File: src/rtl/rtbg_pkg.sv
// shared constants and types of the reload timer baud generator
package rtbg_pkg;
  // timer register indices on the link
  localparam logic [2:0] IDX_CTRL     = 3'h0;
  localparam logic [2:0] IDX_CNT_LO   = 3'h1;
  localparam logic [2:0] IDX_CNT_HI   = 3'h2;
  localparam logic [2:0] IDX_RELOAD_LO = 3'h3;
  localparam logic [2:0] IDX_RELOAD_HI = 3'h4;
  // timer_ctrl_reg bit positions
  localparam int BIT_OVF_FLAG    = 7;
  localparam int BIT_EXT_FLAG    = 6;
  localparam int BIT_RX_CLK_SEL  = 5;
  localparam int BIT_TX_CLK_SEL  = 4;
  localparam int BIT_EXT_EN      = 3;
  localparam int BIT_RUN         = 2;
  localparam int BIT_CNT_SEL     = 1;
  localparam int BIT_CAPTURE_SEL = 0;
  localparam logic [7:0]  CTRL_RESET  = 8'h00;
  localparam logic [15:0] CNT_RESET   = 16'h0000;
  localparam logic [15:0] CNT_MAX     = 16'hFFFF;
  localparam logic [7:0]  BYTE_ZERO   = 8'h00;
  // core_clk is the oscillator; state time is osc/2, machine cycle osc/12
  localparam logic [3:0]  STATE_DIV   = 4'h2;
  localparam logic [3:0]  MACH_DIV    = 4'hC;
  localparam logic [3:0]  BAUD_DIV    = 4'hF;   // last step of divide by 16
  // set-up codes, indexed by mode and internal or external control
  typedef enum logic [2:0] {
    MODE_AUTO_RELOAD, MODE_CAPTURE, MODE_BAUD_BOTH, MODE_BAUD_RX, MODE_BAUD_TX
  } rtbg_mode_type;
  localparam logic [7:0] CODE_INT [0:4] = '{8'h00, 8'h01, 8'h34, 8'h24, 8'h14};
  localparam logic [7:0] CODE_EXT [0:4] = '{8'h08, 8'h09, 8'h36, 8'h26, 8'h16};
  localparam logic [7:0] RUN_MASK = 8'h04;
  // controller Avalon-MM byte offsets
  localparam logic [5:0] OFS_SETUP   = 6'h00;
  localparam logic [5:0] OFS_STATUS  = 6'h04;
  localparam logic [5:0] OFS_CLEAR   = 6'h08;
  localparam logic [5:0] OFS_ENABLE  = 6'h0C;
  localparam logic [5:0] OFS_TIMER   = 6'h20;   // five words, one per timer register
  localparam int SETUP_EXT_BIT   = 3;
  localparam int SETUP_START_BIT = 4;
  localparam int EVT_REFUSED     = 0;
  localparam int EVT_TIMER_IRQ   = 1;
  localparam int EVT_SETUP_DONE  = 2;
  localparam int EVT_W           = 3;
endpackage

File: src/rtl/rtbg_if.sv
// link between the timer and its register controller
`timescale 1ns/100ps
interface rtbg_if;
  logic       sfr_req;
  logic       sfr_we;
  logic [2:0] sfr_idx;
  logic [7:0] sfr_wdata;
  logic       sfr_ack;
  logic [7:0] sfr_rdata;
  logic       timer_irq;
  modport dev  (input sfr_req, sfr_we, sfr_idx, sfr_wdata, output sfr_ack, sfr_rdata, timer_irq);
  modport host (output sfr_req, sfr_we, sfr_idx, sfr_wdata, input sfr_ack, sfr_rdata, timer_irq);
endinterface

File: src/rtl/rtbg_fall_det.sv
// one-cycle pulse on a falling edge of a synchronous pin
`timescale 1ns/100ps
module rtbg_fall_det (
  input  wire logic core_clk,
  input  wire logic sys_rst,
  input  wire logic pin_in,
  output logic      fall_pulse
);
  logic prev_r;
  always_ff @(posedge core_clk) begin
    if (sys_rst) begin
      prev_r     <= 1'b1;
      fall_pulse <= 1'b0;
    end else begin
      prev_r     <= pin_in;
      fall_pulse <= prev_r & ~pin_in;
    end
  end
endmodule // rtbg_fall_det

File: src/rtl/rtbg_timer.sv
// reload timer with baud generator mode, timer end of the link
// What this block does
// RULE1: transmit clock from other timer or this one
// RULE2: receive clock selected the same way
// RULE3: baud mode rollover reloads both counter bytes
// RULE4: baud rate is overflow rate over 16
// RULE5: baud mode counts osc/2, timer osc/12
// RULE6: internal baud is osc/(32*(65536-reload))
// RULE7: external clock baud is overflows over 16
// RULE8: baud mode rollover sets no overflow flag
// RULE9: baud mode trigger edge sets flag only
// RULE10: baud mode only while a clock select set
// RULE11: software avoids counter access in baud mode
// RULE12: software never writes reload in baud mode
// RULE13: software stops timer before register access
// RULE14: run bit set by separate write
// RULE15: set-up codes per mode and trigger use
// RULE16: no trigger: reload on overflow; capture mode wraps the counter to zero and captures nothing
// RULE17: trigger edge also captures or reloads
// RULE18: count osc/12 or external falling edges
// RULE19: control register bit layout fixed
`timescale 1ns/100ps
module rtbg_timer (
  input  wire logic core_clk,
  input  wire logic sys_rst,
  rtbg_if.dev       link,
  input  wire logic ext_clk_pin,
  input  wire logic ext_trig_pin,
  input  wire logic other_ovf_pulse,
  output logic      tx_baud_tick,
  output logic      rx_baud_tick
);
  import rtbg_pkg::*;

  logic [7:0]  ctrl_r;
  logic [15:0] cnt_r;
  logic [15:0] reload_r;
  logic [3:0]  state_div_r;
  logic [3:0]  mach_div_r;
  logic [3:0]  own_div_r;
  logic [3:0]  other_div_r;
  logic        ext_clk_fall;
  logic        ext_trig_fall;
  logic        baud_mode;
  logic        capture_mode;
  logic        state_tick;
  logic        mach_tick;
  logic        inc;
  logic        ovf;
  logic        ext_evt;
  logic        wr;
  logic        own_tick;
  logic        other_tick;

  rtbg_fall_det u_clk_fall (
    .core_clk   (core_clk),
    .sys_rst    (sys_rst),
    .pin_in     (ext_clk_pin),
    .fall_pulse (ext_clk_fall)
  );

  rtbg_fall_det u_trig_fall (
    .core_clk   (core_clk),
    .sys_rst    (sys_rst),
    .pin_in     (ext_trig_pin),
    .fall_pulse (ext_trig_fall)
  );

  assign baud_mode    = ctrl_r[BIT_RX_CLK_SEL] | ctrl_r[BIT_TX_CLK_SEL]; // RULE10
  assign capture_mode = ctrl_r[BIT_CAPTURE_SEL] & ~baud_mode;
  assign state_tick   = (state_div_r == STATE_DIV - 4'h1);
  assign mach_tick    = (mach_div_r == MACH_DIV - 4'h1);
  assign wr           = link.sfr_req & link.sfr_we;

  // internal rate depends on mode; external pin counts falling edges
  always_comb begin
    if (ctrl_r[BIT_CNT_SEL]) begin
      inc = ext_clk_fall; // RULE18 RULE7
    end else if (baud_mode) begin
      inc = state_tick; // RULE5
    end else begin
      inc = mach_tick; // RULE5 RULE18
    end
    inc = inc & ctrl_r[BIT_RUN];
  end

  assign ovf     = inc & (cnt_r == CNT_MAX);
  assign ext_evt = ext_trig_fall & ctrl_r[BIT_EXT_EN];

  // oscillator prescalers, free running so rates stay exact
  always_ff @(posedge core_clk) begin
    if (sys_rst || state_tick) begin
      state_div_r <= 4'h0;
    end else begin
      state_div_r <= state_div_r + 4'h1;
    end
  end

  always_ff @(posedge core_clk) begin
    if (sys_rst || mach_tick) begin
      mach_div_r <= 4'h0;
    end else begin
      mach_div_r <= mach_div_r + 4'h1;
    end
  end

  // control register; hardware set wins over a write in the same cycle
  always_ff @(posedge core_clk) begin
    if (sys_rst) begin
      ctrl_r <= CTRL_RESET;
    end else begin
      if (wr && link.sfr_idx == IDX_CTRL) begin
        ctrl_r <= link.sfr_wdata; // RULE19
      end
      if (ovf && !baud_mode) begin
        ctrl_r[BIT_OVF_FLAG] <= 1'b1; // RULE8
      end
      if (ext_evt) begin
        ctrl_r[BIT_EXT_FLAG] <= 1'b1; // RULE9
      end
    end
  end

  // counter: software bytes first, counting and reload take priority
  always_ff @(posedge core_clk) begin
    if (sys_rst) begin
      cnt_r <= CNT_RESET;
    end else begin
      if (wr && link.sfr_idx == IDX_CNT_LO) begin
        cnt_r[7:0] <= link.sfr_wdata;
      end
      if (wr && link.sfr_idx == IDX_CNT_HI) begin
        cnt_r[15:8] <= link.sfr_wdata;
      end
      if (ovf && !capture_mode) begin
        cnt_r <= reload_r; // RULE3 RULE16
      end else if (inc) begin
        cnt_r <= cnt_r + 16'h0001;
      end
      if (ext_evt && !baud_mode && !capture_mode) begin
        cnt_r <= reload_r; // RULE17 RULE9
      end
    end
  end

  // reload pair doubles as capture register
  always_ff @(posedge core_clk) begin
    if (sys_rst) begin
      reload_r <= CNT_RESET;
    end else begin
      if (wr && link.sfr_idx == IDX_RELOAD_LO) begin
        reload_r[7:0] <= link.sfr_wdata;
      end
      if (wr && link.sfr_idx == IDX_RELOAD_HI) begin
        reload_r[15:8] <= link.sfr_wdata;
      end
      if (ext_evt && capture_mode) begin
        reload_r <= cnt_r; // RULE17
      end
    end
  end

  // divide by 16 of each overflow source; with osc/2 counting this gives osc/32 per count
  assign own_tick   = ovf & baud_mode & (own_div_r == BAUD_DIV); // RULE4 RULE6
  assign other_tick = other_ovf_pulse & (other_div_r == BAUD_DIV);

  always_ff @(posedge core_clk) begin
    if (sys_rst || !baud_mode) begin
      own_div_r <= 4'h0;
    end else if (ovf) begin
      own_div_r <= own_div_r + 4'h1; // RULE4 RULE7
    end
  end

  always_ff @(posedge core_clk) begin
    if (sys_rst) begin
      other_div_r <= 4'h0;
    end else if (other_ovf_pulse) begin
      other_div_r <= other_div_r + 4'h1;
    end
  end

  always_ff @(posedge core_clk) begin
    if (sys_rst) begin
      tx_baud_tick <= 1'b0;
      rx_baud_tick <= 1'b0;
    end else begin
      tx_baud_tick <= ctrl_r[BIT_TX_CLK_SEL] ? own_tick : other_tick; // RULE1
      rx_baud_tick <= ctrl_r[BIT_RX_CLK_SEL] ? own_tick : other_tick; // RULE2
    end
  end

  // register reads answer one cycle after the request
  always_ff @(posedge core_clk) begin
    if (sys_rst) begin
      link.sfr_ack   <= 1'b0;
      link.sfr_rdata <= BYTE_ZERO;
    end else begin
      link.sfr_ack <= link.sfr_req;
      case (link.sfr_idx)
        IDX_CTRL:      link.sfr_rdata <= ctrl_r;
        IDX_CNT_LO:    link.sfr_rdata <= cnt_r[7:0];
        IDX_CNT_HI:    link.sfr_rdata <= cnt_r[15:8];
        IDX_RELOAD_LO: link.sfr_rdata <= reload_r[7:0];
        IDX_RELOAD_HI: link.sfr_rdata <= reload_r[15:8];
        default:       link.sfr_rdata <= BYTE_ZERO;
      endcase
    end
  end

  // flags stay set until software clears them
  always_ff @(posedge core_clk) begin
    if (sys_rst) begin
      link.timer_irq <= 1'b0;
    end else begin
      link.timer_irq <= ctrl_r[BIT_OVF_FLAG] | ctrl_r[BIT_EXT_FLAG];
    end
  end
endmodule // rtbg_timer

File: src/flat_wrapper.sv
// flat-port wrapper written by rule: the top's interface ports become plain ports
module rtbg_timer_flat import rtbg_pkg::*;
  (core_clk, sys_rst, ext_clk_pin, ext_trig_pin, other_ovf_pulse, tx_baud_tick, rx_baud_tick, link_sfr_req, link_sfr_we, link_sfr_idx, link_sfr_wdata, link_sfr_ack, link_sfr_rdata, link_timer_irq);
  rtbg_if link_i ();
  input  wire logic core_clk;
  input  wire logic sys_rst;
  input  wire logic ext_clk_pin;
  input  wire logic ext_trig_pin;
  input  wire logic other_ovf_pulse;
  output logic tx_baud_tick;
  output logic rx_baud_tick;
  input wire logic [$bits(link_i.sfr_req)-1:0] link_sfr_req;
  input wire logic [$bits(link_i.sfr_we)-1:0] link_sfr_we;
  input wire logic [$bits(link_i.sfr_idx)-1:0] link_sfr_idx;
  input wire logic [$bits(link_i.sfr_wdata)-1:0] link_sfr_wdata;
  output wire logic [$bits(link_i.sfr_ack)-1:0] link_sfr_ack;
  output wire logic [$bits(link_i.sfr_rdata)-1:0] link_sfr_rdata;
  output wire logic [$bits(link_i.timer_irq)-1:0] link_timer_irq;
  assign link_i.sfr_req = link_sfr_req;
  assign link_i.sfr_we = link_sfr_we;
  assign link_i.sfr_idx = link_sfr_idx;
  assign link_i.sfr_wdata = link_sfr_wdata;
  assign link_sfr_ack = link_i.sfr_ack;
  assign link_sfr_rdata = link_i.sfr_rdata;
  assign link_timer_irq = link_i.timer_irq;
  rtbg_timer u_core (.core_clk(core_clk), .sys_rst(sys_rst), .link(link_i), .ext_clk_pin(ext_clk_pin), .ext_trig_pin(ext_trig_pin), .other_ovf_pulse(other_ovf_pulse), .tx_baud_tick(tx_baud_tick), .rx_baud_tick(rx_baud_tick));
endmodule
File: config.mk
export PLATFORM = sky130hd
export DESIGN_NAME = rtbg_timer_flat
export DESIGN_NICKNAME = d
export VERILOG_FILES = /design/src/rtl/rtbg_pkg.sv /design/src/rtl/rtbg_if.sv /design/src/rtl/rtbg_fall_det.sv /design/src/rtl/rtbg_timer.sv /design/src/flat_wrapper.sv
export SDC_FILE = /design/constraint.sdc
export NUM_CORES = 1
export LEC_CHECK = 0
export BUFFER_PORTS_ARGS = -buffer_cell sky130_fd_sc_hd__buf_2
export CAP_MARGIN = 15
export CORE_MARGIN = 4
export CORE_UTILIZATION = 54
export CTS_CLUSTER_DIAMETER = 40
export CTS_CLUSTER_SIZE = 16
export DETAILED_ROUTE_END_ITERATION = 16
export PLACE_DENSITY = 0.73
export SETUP_SLACK_MARGIN = 0.1
export SYNTH_ARGS = -nofsm -noshare
export SYNTH_HDL_FRONTEND = slang
export SYNTH_SLANG_ARGS = --single-unit
File: constraint.sdc
create_clock -name core_clk -period 2.4 [get_ports core_clk]
set_input_delay 0.36 -clock core_clk [delete_from_list [all_inputs] [get_ports core_clk]]
set_output_delay 0.36 -clock core_clk [all_outputs]
set_load 0.03 [all_outputs]
Word level (Yosys, flattened, before mapping)
Cells that the tools add are included.
Storage, ports and cells
  bits of input ports: 18
  output and inout port bits: 12
  register bits after elaboration: 72
Operators by class
  $add $sub $neg: 5
  reduce and logical (&&, ||, !) cells: 22
  equality and inequality tests: 9
  bitwise gates (word level): 15
  muxes and demuxes: 16
Operator list (number)
  $mux W16: 4
  $mux W8: 5
  $pmux W8 S5: 1
  $add A16 B1 Y16 const B: 1
  $add A4 B1 Y4 const B: 4
  $eq A16 B16 Y1 const B: 1
  $eq A4 B4 Y1 const B: 3
  $and A1 B1 Y1: 10
  $logic_and A1 B1 Y1: 10
  $reduce_bool A2 Y1: 4
  $reduce_bool A4 Y1: 2
  $eq A3 B2 Y1 const B: 2
  $mux W1: 6
  $eq A4 B1 Y1 const B: 1
  $eq A3 B1 Y1 const B: 1
  $eq A3 B3 Y1 const B: 1
  $logic_not A3 Y1: 1
  $logic_or A1 B1 Y1: 3
  $not A1 Y1: 3
  $logic_not A1 Y1: 2
  $or A1 B1 Y1: 2

Longest topological paths before layout
  word-level depth: 8
  gate-level depth with buffers: 10

Cells and area by module
A second synthesis with hierarchy kept.
Unflattened totals
  cells, all modules: 440
  area, all modules: 3811.2 um^2
By module, submodules not included
  rtbg_timer: sequential area each 1361.3 um^2, area each 3703.6 um^2, cells an instance 432, instances 1
  rtbg_fall_det: sequential area each 40.0 um^2, area each 53.8 um^2, cells an instance 4, instances 2

Worst setup path before layout
OpenSTA, ideal clock, no wires.
  kind: flip-flop to flip-flop
  start: reg u_core.cnt_r[0]
  end: reg u_core.cnt_r[13]
  path buffers: 0
  clock period less this slack: 2.327 ns
  data required time: 2.277 ns
  slack: 0.073 ns
  stages on the path, launching flop included: 8
  arrival: 2.205 ns
  path through: dfxtp_1 -> ha_1 -> nand3_2 -> or4_4 -> a211o_4 -> mux2i_4 -> a2111oi_0 -> a221o_2
On the way
  word-level cells in the longest chain between the ends: 5
RTL lines
  start, declared: RTL line rtbg_timer.sv:36  | logic [15:0] cnt_r;
  start signal, assigned: RTL line rtbg_timer.sv:130  | cnt_r[7:0] <= link.sfr_wdata;
  start signal, assigned: RTL line rtbg_timer.sv:136  | cnt_r <= reload_r;
  start signal, assigned: RTL line rtbg_timer.sv:138  | cnt_r <= cnt_r + 16'h0001;
  parallel branches: the longest is 5 deep, another holds $add A16 B1 Y16
Several ways; the timed one is not identified.
A chain may end at the register's enable or synchronous reset.

Final worst setup path
  start: reg u_core.cnt_r[0]
  end: reg u_core.cnt_r[11]
The elaborated chain is that of the path after synthesis.

==> impl_metrics.ini <==
[status]
status = complete, no violations

[sta]
relSlewSlack = 0.670
fin_crit_sh = 0.937
worst_pin_slew_ps = 495
slew_viol_final = 0
tns_ps = 0
hold_viol = 0
fin_worst_skew_ps = 6.99
timing.fmax_mhz = 445
min_period_ps = 2250
final-setup-viol-count = 0
rsz0062_at_grt = true

[clocking]
htreeDepth = 3
cts_root_buf = clkbuf_8
cts_sinks = 72
cts_hold_buf = 0
clockBufferDepth = 2
clk_latency_ps = 350
cts_tree = done
cts_buffers = 9
cts.clk_slew.worst_paths_ps = 80

[synth]
syn_area_per_cell_um2 = 9.02
ys.flop_type = dfxtp_1
synth-seq-cells = 72
synth_area_leaders = dfxtp_1, mux2i_1, nor2_1
synth-edff-count = 0
synth_top_area_share = 0.394
synthDistinctLibCells = 55
synthArstFlopShare = 0
synth-seq-area-share = 0.394
synth_nets = 430
yosysWarnings = 0
synth_cells = 406
yosys.area.top_type = dfxtp_1
netlist_area_um2 = 3660

[place]
io_buffers = 29
hpwlAfterDp_um = 6720
dp_cells = 517
place_congestion = 0.920

[floorplan]
floorplan.die.height_um = 90.3
fp.dieArea_um2 = 8160
start_util = 0.567
pin_count = 30
coreArea_um2 = 6460
die_w_um = 90.3
placementRows = 29

[finish]
antenna_cells = 0
layout_commonest_cell = dfxtp_1
layout_common_cells = dfxtp_1, nor2_1, mux2i_1, nand2_1, buf_4
area.growth.synth_to_final_pct = 18.1
layout.cells.non_filler = 538
finalCoreUtilization = 0.670
drive_gt1_frac = 0.260
fin_nets = 481

[drt]
vias = 3216
dr.pass1.iters = 5
ant_nets = 0
drt_iter0_drc = 224
drcViolationCount = 0
vias_per_cell = 5.98
drt-total-wl_um = 9550
detail_route.wl_per_cell_um = 17.8

[power_and_ir_drop]
p_per_area_nw_per_um2 = 553
p_total_uw = 2390
p_leak_uw = 0.00169
ir_drop_mv = 0.424

[grt]
track_usage = 0.236
overflow = 0
grt_max_degree = 47
grt_pass1_wl_um = 15400
grt_pass1_vias = 3018
antenna_found_initial = 0

[worst_setup_path]
crit_arrival_ps = 2480
cp-start-kind = register
criticalPathCategory = reg -> reg
path_cells = ha_4 -> nand3_2 -> or4_4 -> a211o_4 -> mux2i_4 -> a2111oi_0 -> a221o_2
critical_path_required_ps = 2640
crit_path_end_kind = register
critPathMaxStageDelay_ps = 540
crit_fanout = 7
cp_slowest_cell = or4_4

[min_path]
hold_path.class = in -> reg

[run]
cap_violations = 0
state kept, by name, summed over array words and instances, names as in the netlist, 4 cells and up:
| register | flops |
|---|---|
| u_core.other_div_r | 4 |
| u_core.ctrl_r | 8 |
| u_core.cnt_r | 16 |
| u_core.own_div_r | 4 |
| u_core.state_div_r | 4 |
| u_core.link.sfr_rdata | 8 |
| u_core.reload_r | 16 |
| u_core.mach_div_r | 4 |
cells in the mapped netlist (2+ instances only):
| cell | number |
|---|---|
| a211oi_1 | 16 |
| a31oi_1 | 2 |
| buf_2 | 3 |
| inv_1 | 6 |
| nor3b_1 | 3 |
| mux2i_1 | 33 |
| and2_1 | 2 |
| nand2b_1 | 6 |
| a22oi_1 | 7 |
| and3_1 | 7 |
| a2111oi_0 | 5 |
| dfxtp_1 | 72 |
| nand2_1 | 33 |
| o2bb2ai_1 | 2 |
| nand3_1 | 16 |
| a221o_2 | 9 |
| o22ai_1 | 2 |
| xor2_1 | 8 |
| or2_2 | 4 |
| a221o_1 | 2 |
| nand4_1 | 5 |
| nor2_2 | 2 |
| buf_4 | 2 |
| a22o_2 | 3 |
| nor4_2 | 2 |
| ha_1 | 6 |
| clkbuf_1 | 15 |
| nor2_1 | 55 |
| xnor2_1 | 11 |
| buf_1 | 3 |
| nor3_1 | 12 |
| a21oi_1 | 29 |
power breakdown:
| part | switching (uW) | internal (uW) | leakage (uW) | total, uW |
|---|---|---|---|---|
| logic | 111 | 81.6 | 0.00100 | 193 |
| registers | 25.2 | 1220 | 0.000586 | 1250 |
| clock network | 450 | 502 | 0.0000985 | 952 |
| total | 586 | 1810 | 0.00169 | 2390 |
cells by family (layout without fill, tap and decap cells):
family,Yosys count,after routing,share of synthesized area
mux,35,35,0.104
buf+inv,31,86,0.0413
flops,72,72,0.394
simple gates,159,159,0.220
xor+xnor,19,19,0.0455
compound gates,84,84,0.176
fa+ha+maj,6,6,0.0205
metal layers:
metal	vias up	part of all wire	GRT usage
met5	-	0	0
met4	0	0.016	0.0816
met3	16	0.063	0.0450
met2	106	0.45	0.360
met1	1518	0.47	0.333
li1	1576	-	-
stage by stage:
stage / hold slack, ps / instance area [um2] / setup WS (ps)
2_1_floorplan: 392 / 3670 / 141
3_3_place_gp: 398 / 4000 / -22.9
3_5_place_dp: 404 / 4000 / -76.8
4_1_cts: 208 / 4210 / 94.0
5_1_grt: 211 / 4320 / 94.2
6_report: 212 / 4320 / 152
timing repair:
action | CTS | global route
setup buffers | 1 | 5
resized for setup | 2 | 18
pin swaps | 1 | 5
hold endpoints to repair | 0 | 0
setup endpoints to repair | 12 | 16
path summary, 6_finish.rpt:
| path | cells after the start | slack [ps] | start | end |
|---|---|---|---|---|
| setup / recovery | 7 | 150 | u_core.cnt_r[0]$_SDFFE_PP0P_ | u_core.cnt_r[11]$_SDFFE_PP0P_ |
| hold / removal | 2 | 210 | ext_trig_pin | u_core.u_trig_fall.prev_r$_SDFF_PP1_ |
| setup reg to reg | 7 | 150 | u_core.cnt_r[0]$_SDFFE_PP0P_ | u_core.cnt_r[11]$_SDFFE_PP0P_ |
| hold reg to reg | 2 | 410 | u_core.u_clk_fall.prev_r$_SDFF_PP1_ | u_core.u_clk_fall.fall_pulse$_SDFF_PP0_ |
area by class of cell:
cell class	count	area [um2]
clock buffer	10	138
inverter	6	22.5
sequential	72	1450
clock inverter	5	56.3
multi-input combinational	303	2120
tap	77	96.3
fill	531	2130
timing repair buffer	65	435
worst max-delay path: cells and delay by family, from the launching register on:
family,cells,cell delay [ps]
AOI/OAI and AO/OA,3,740
and+or+nand+nor,2,640
DFF,1,400
muxes,1,210
adders and majority gates,1,150
No activity file was read; power rests on OpenSTA's default activity.
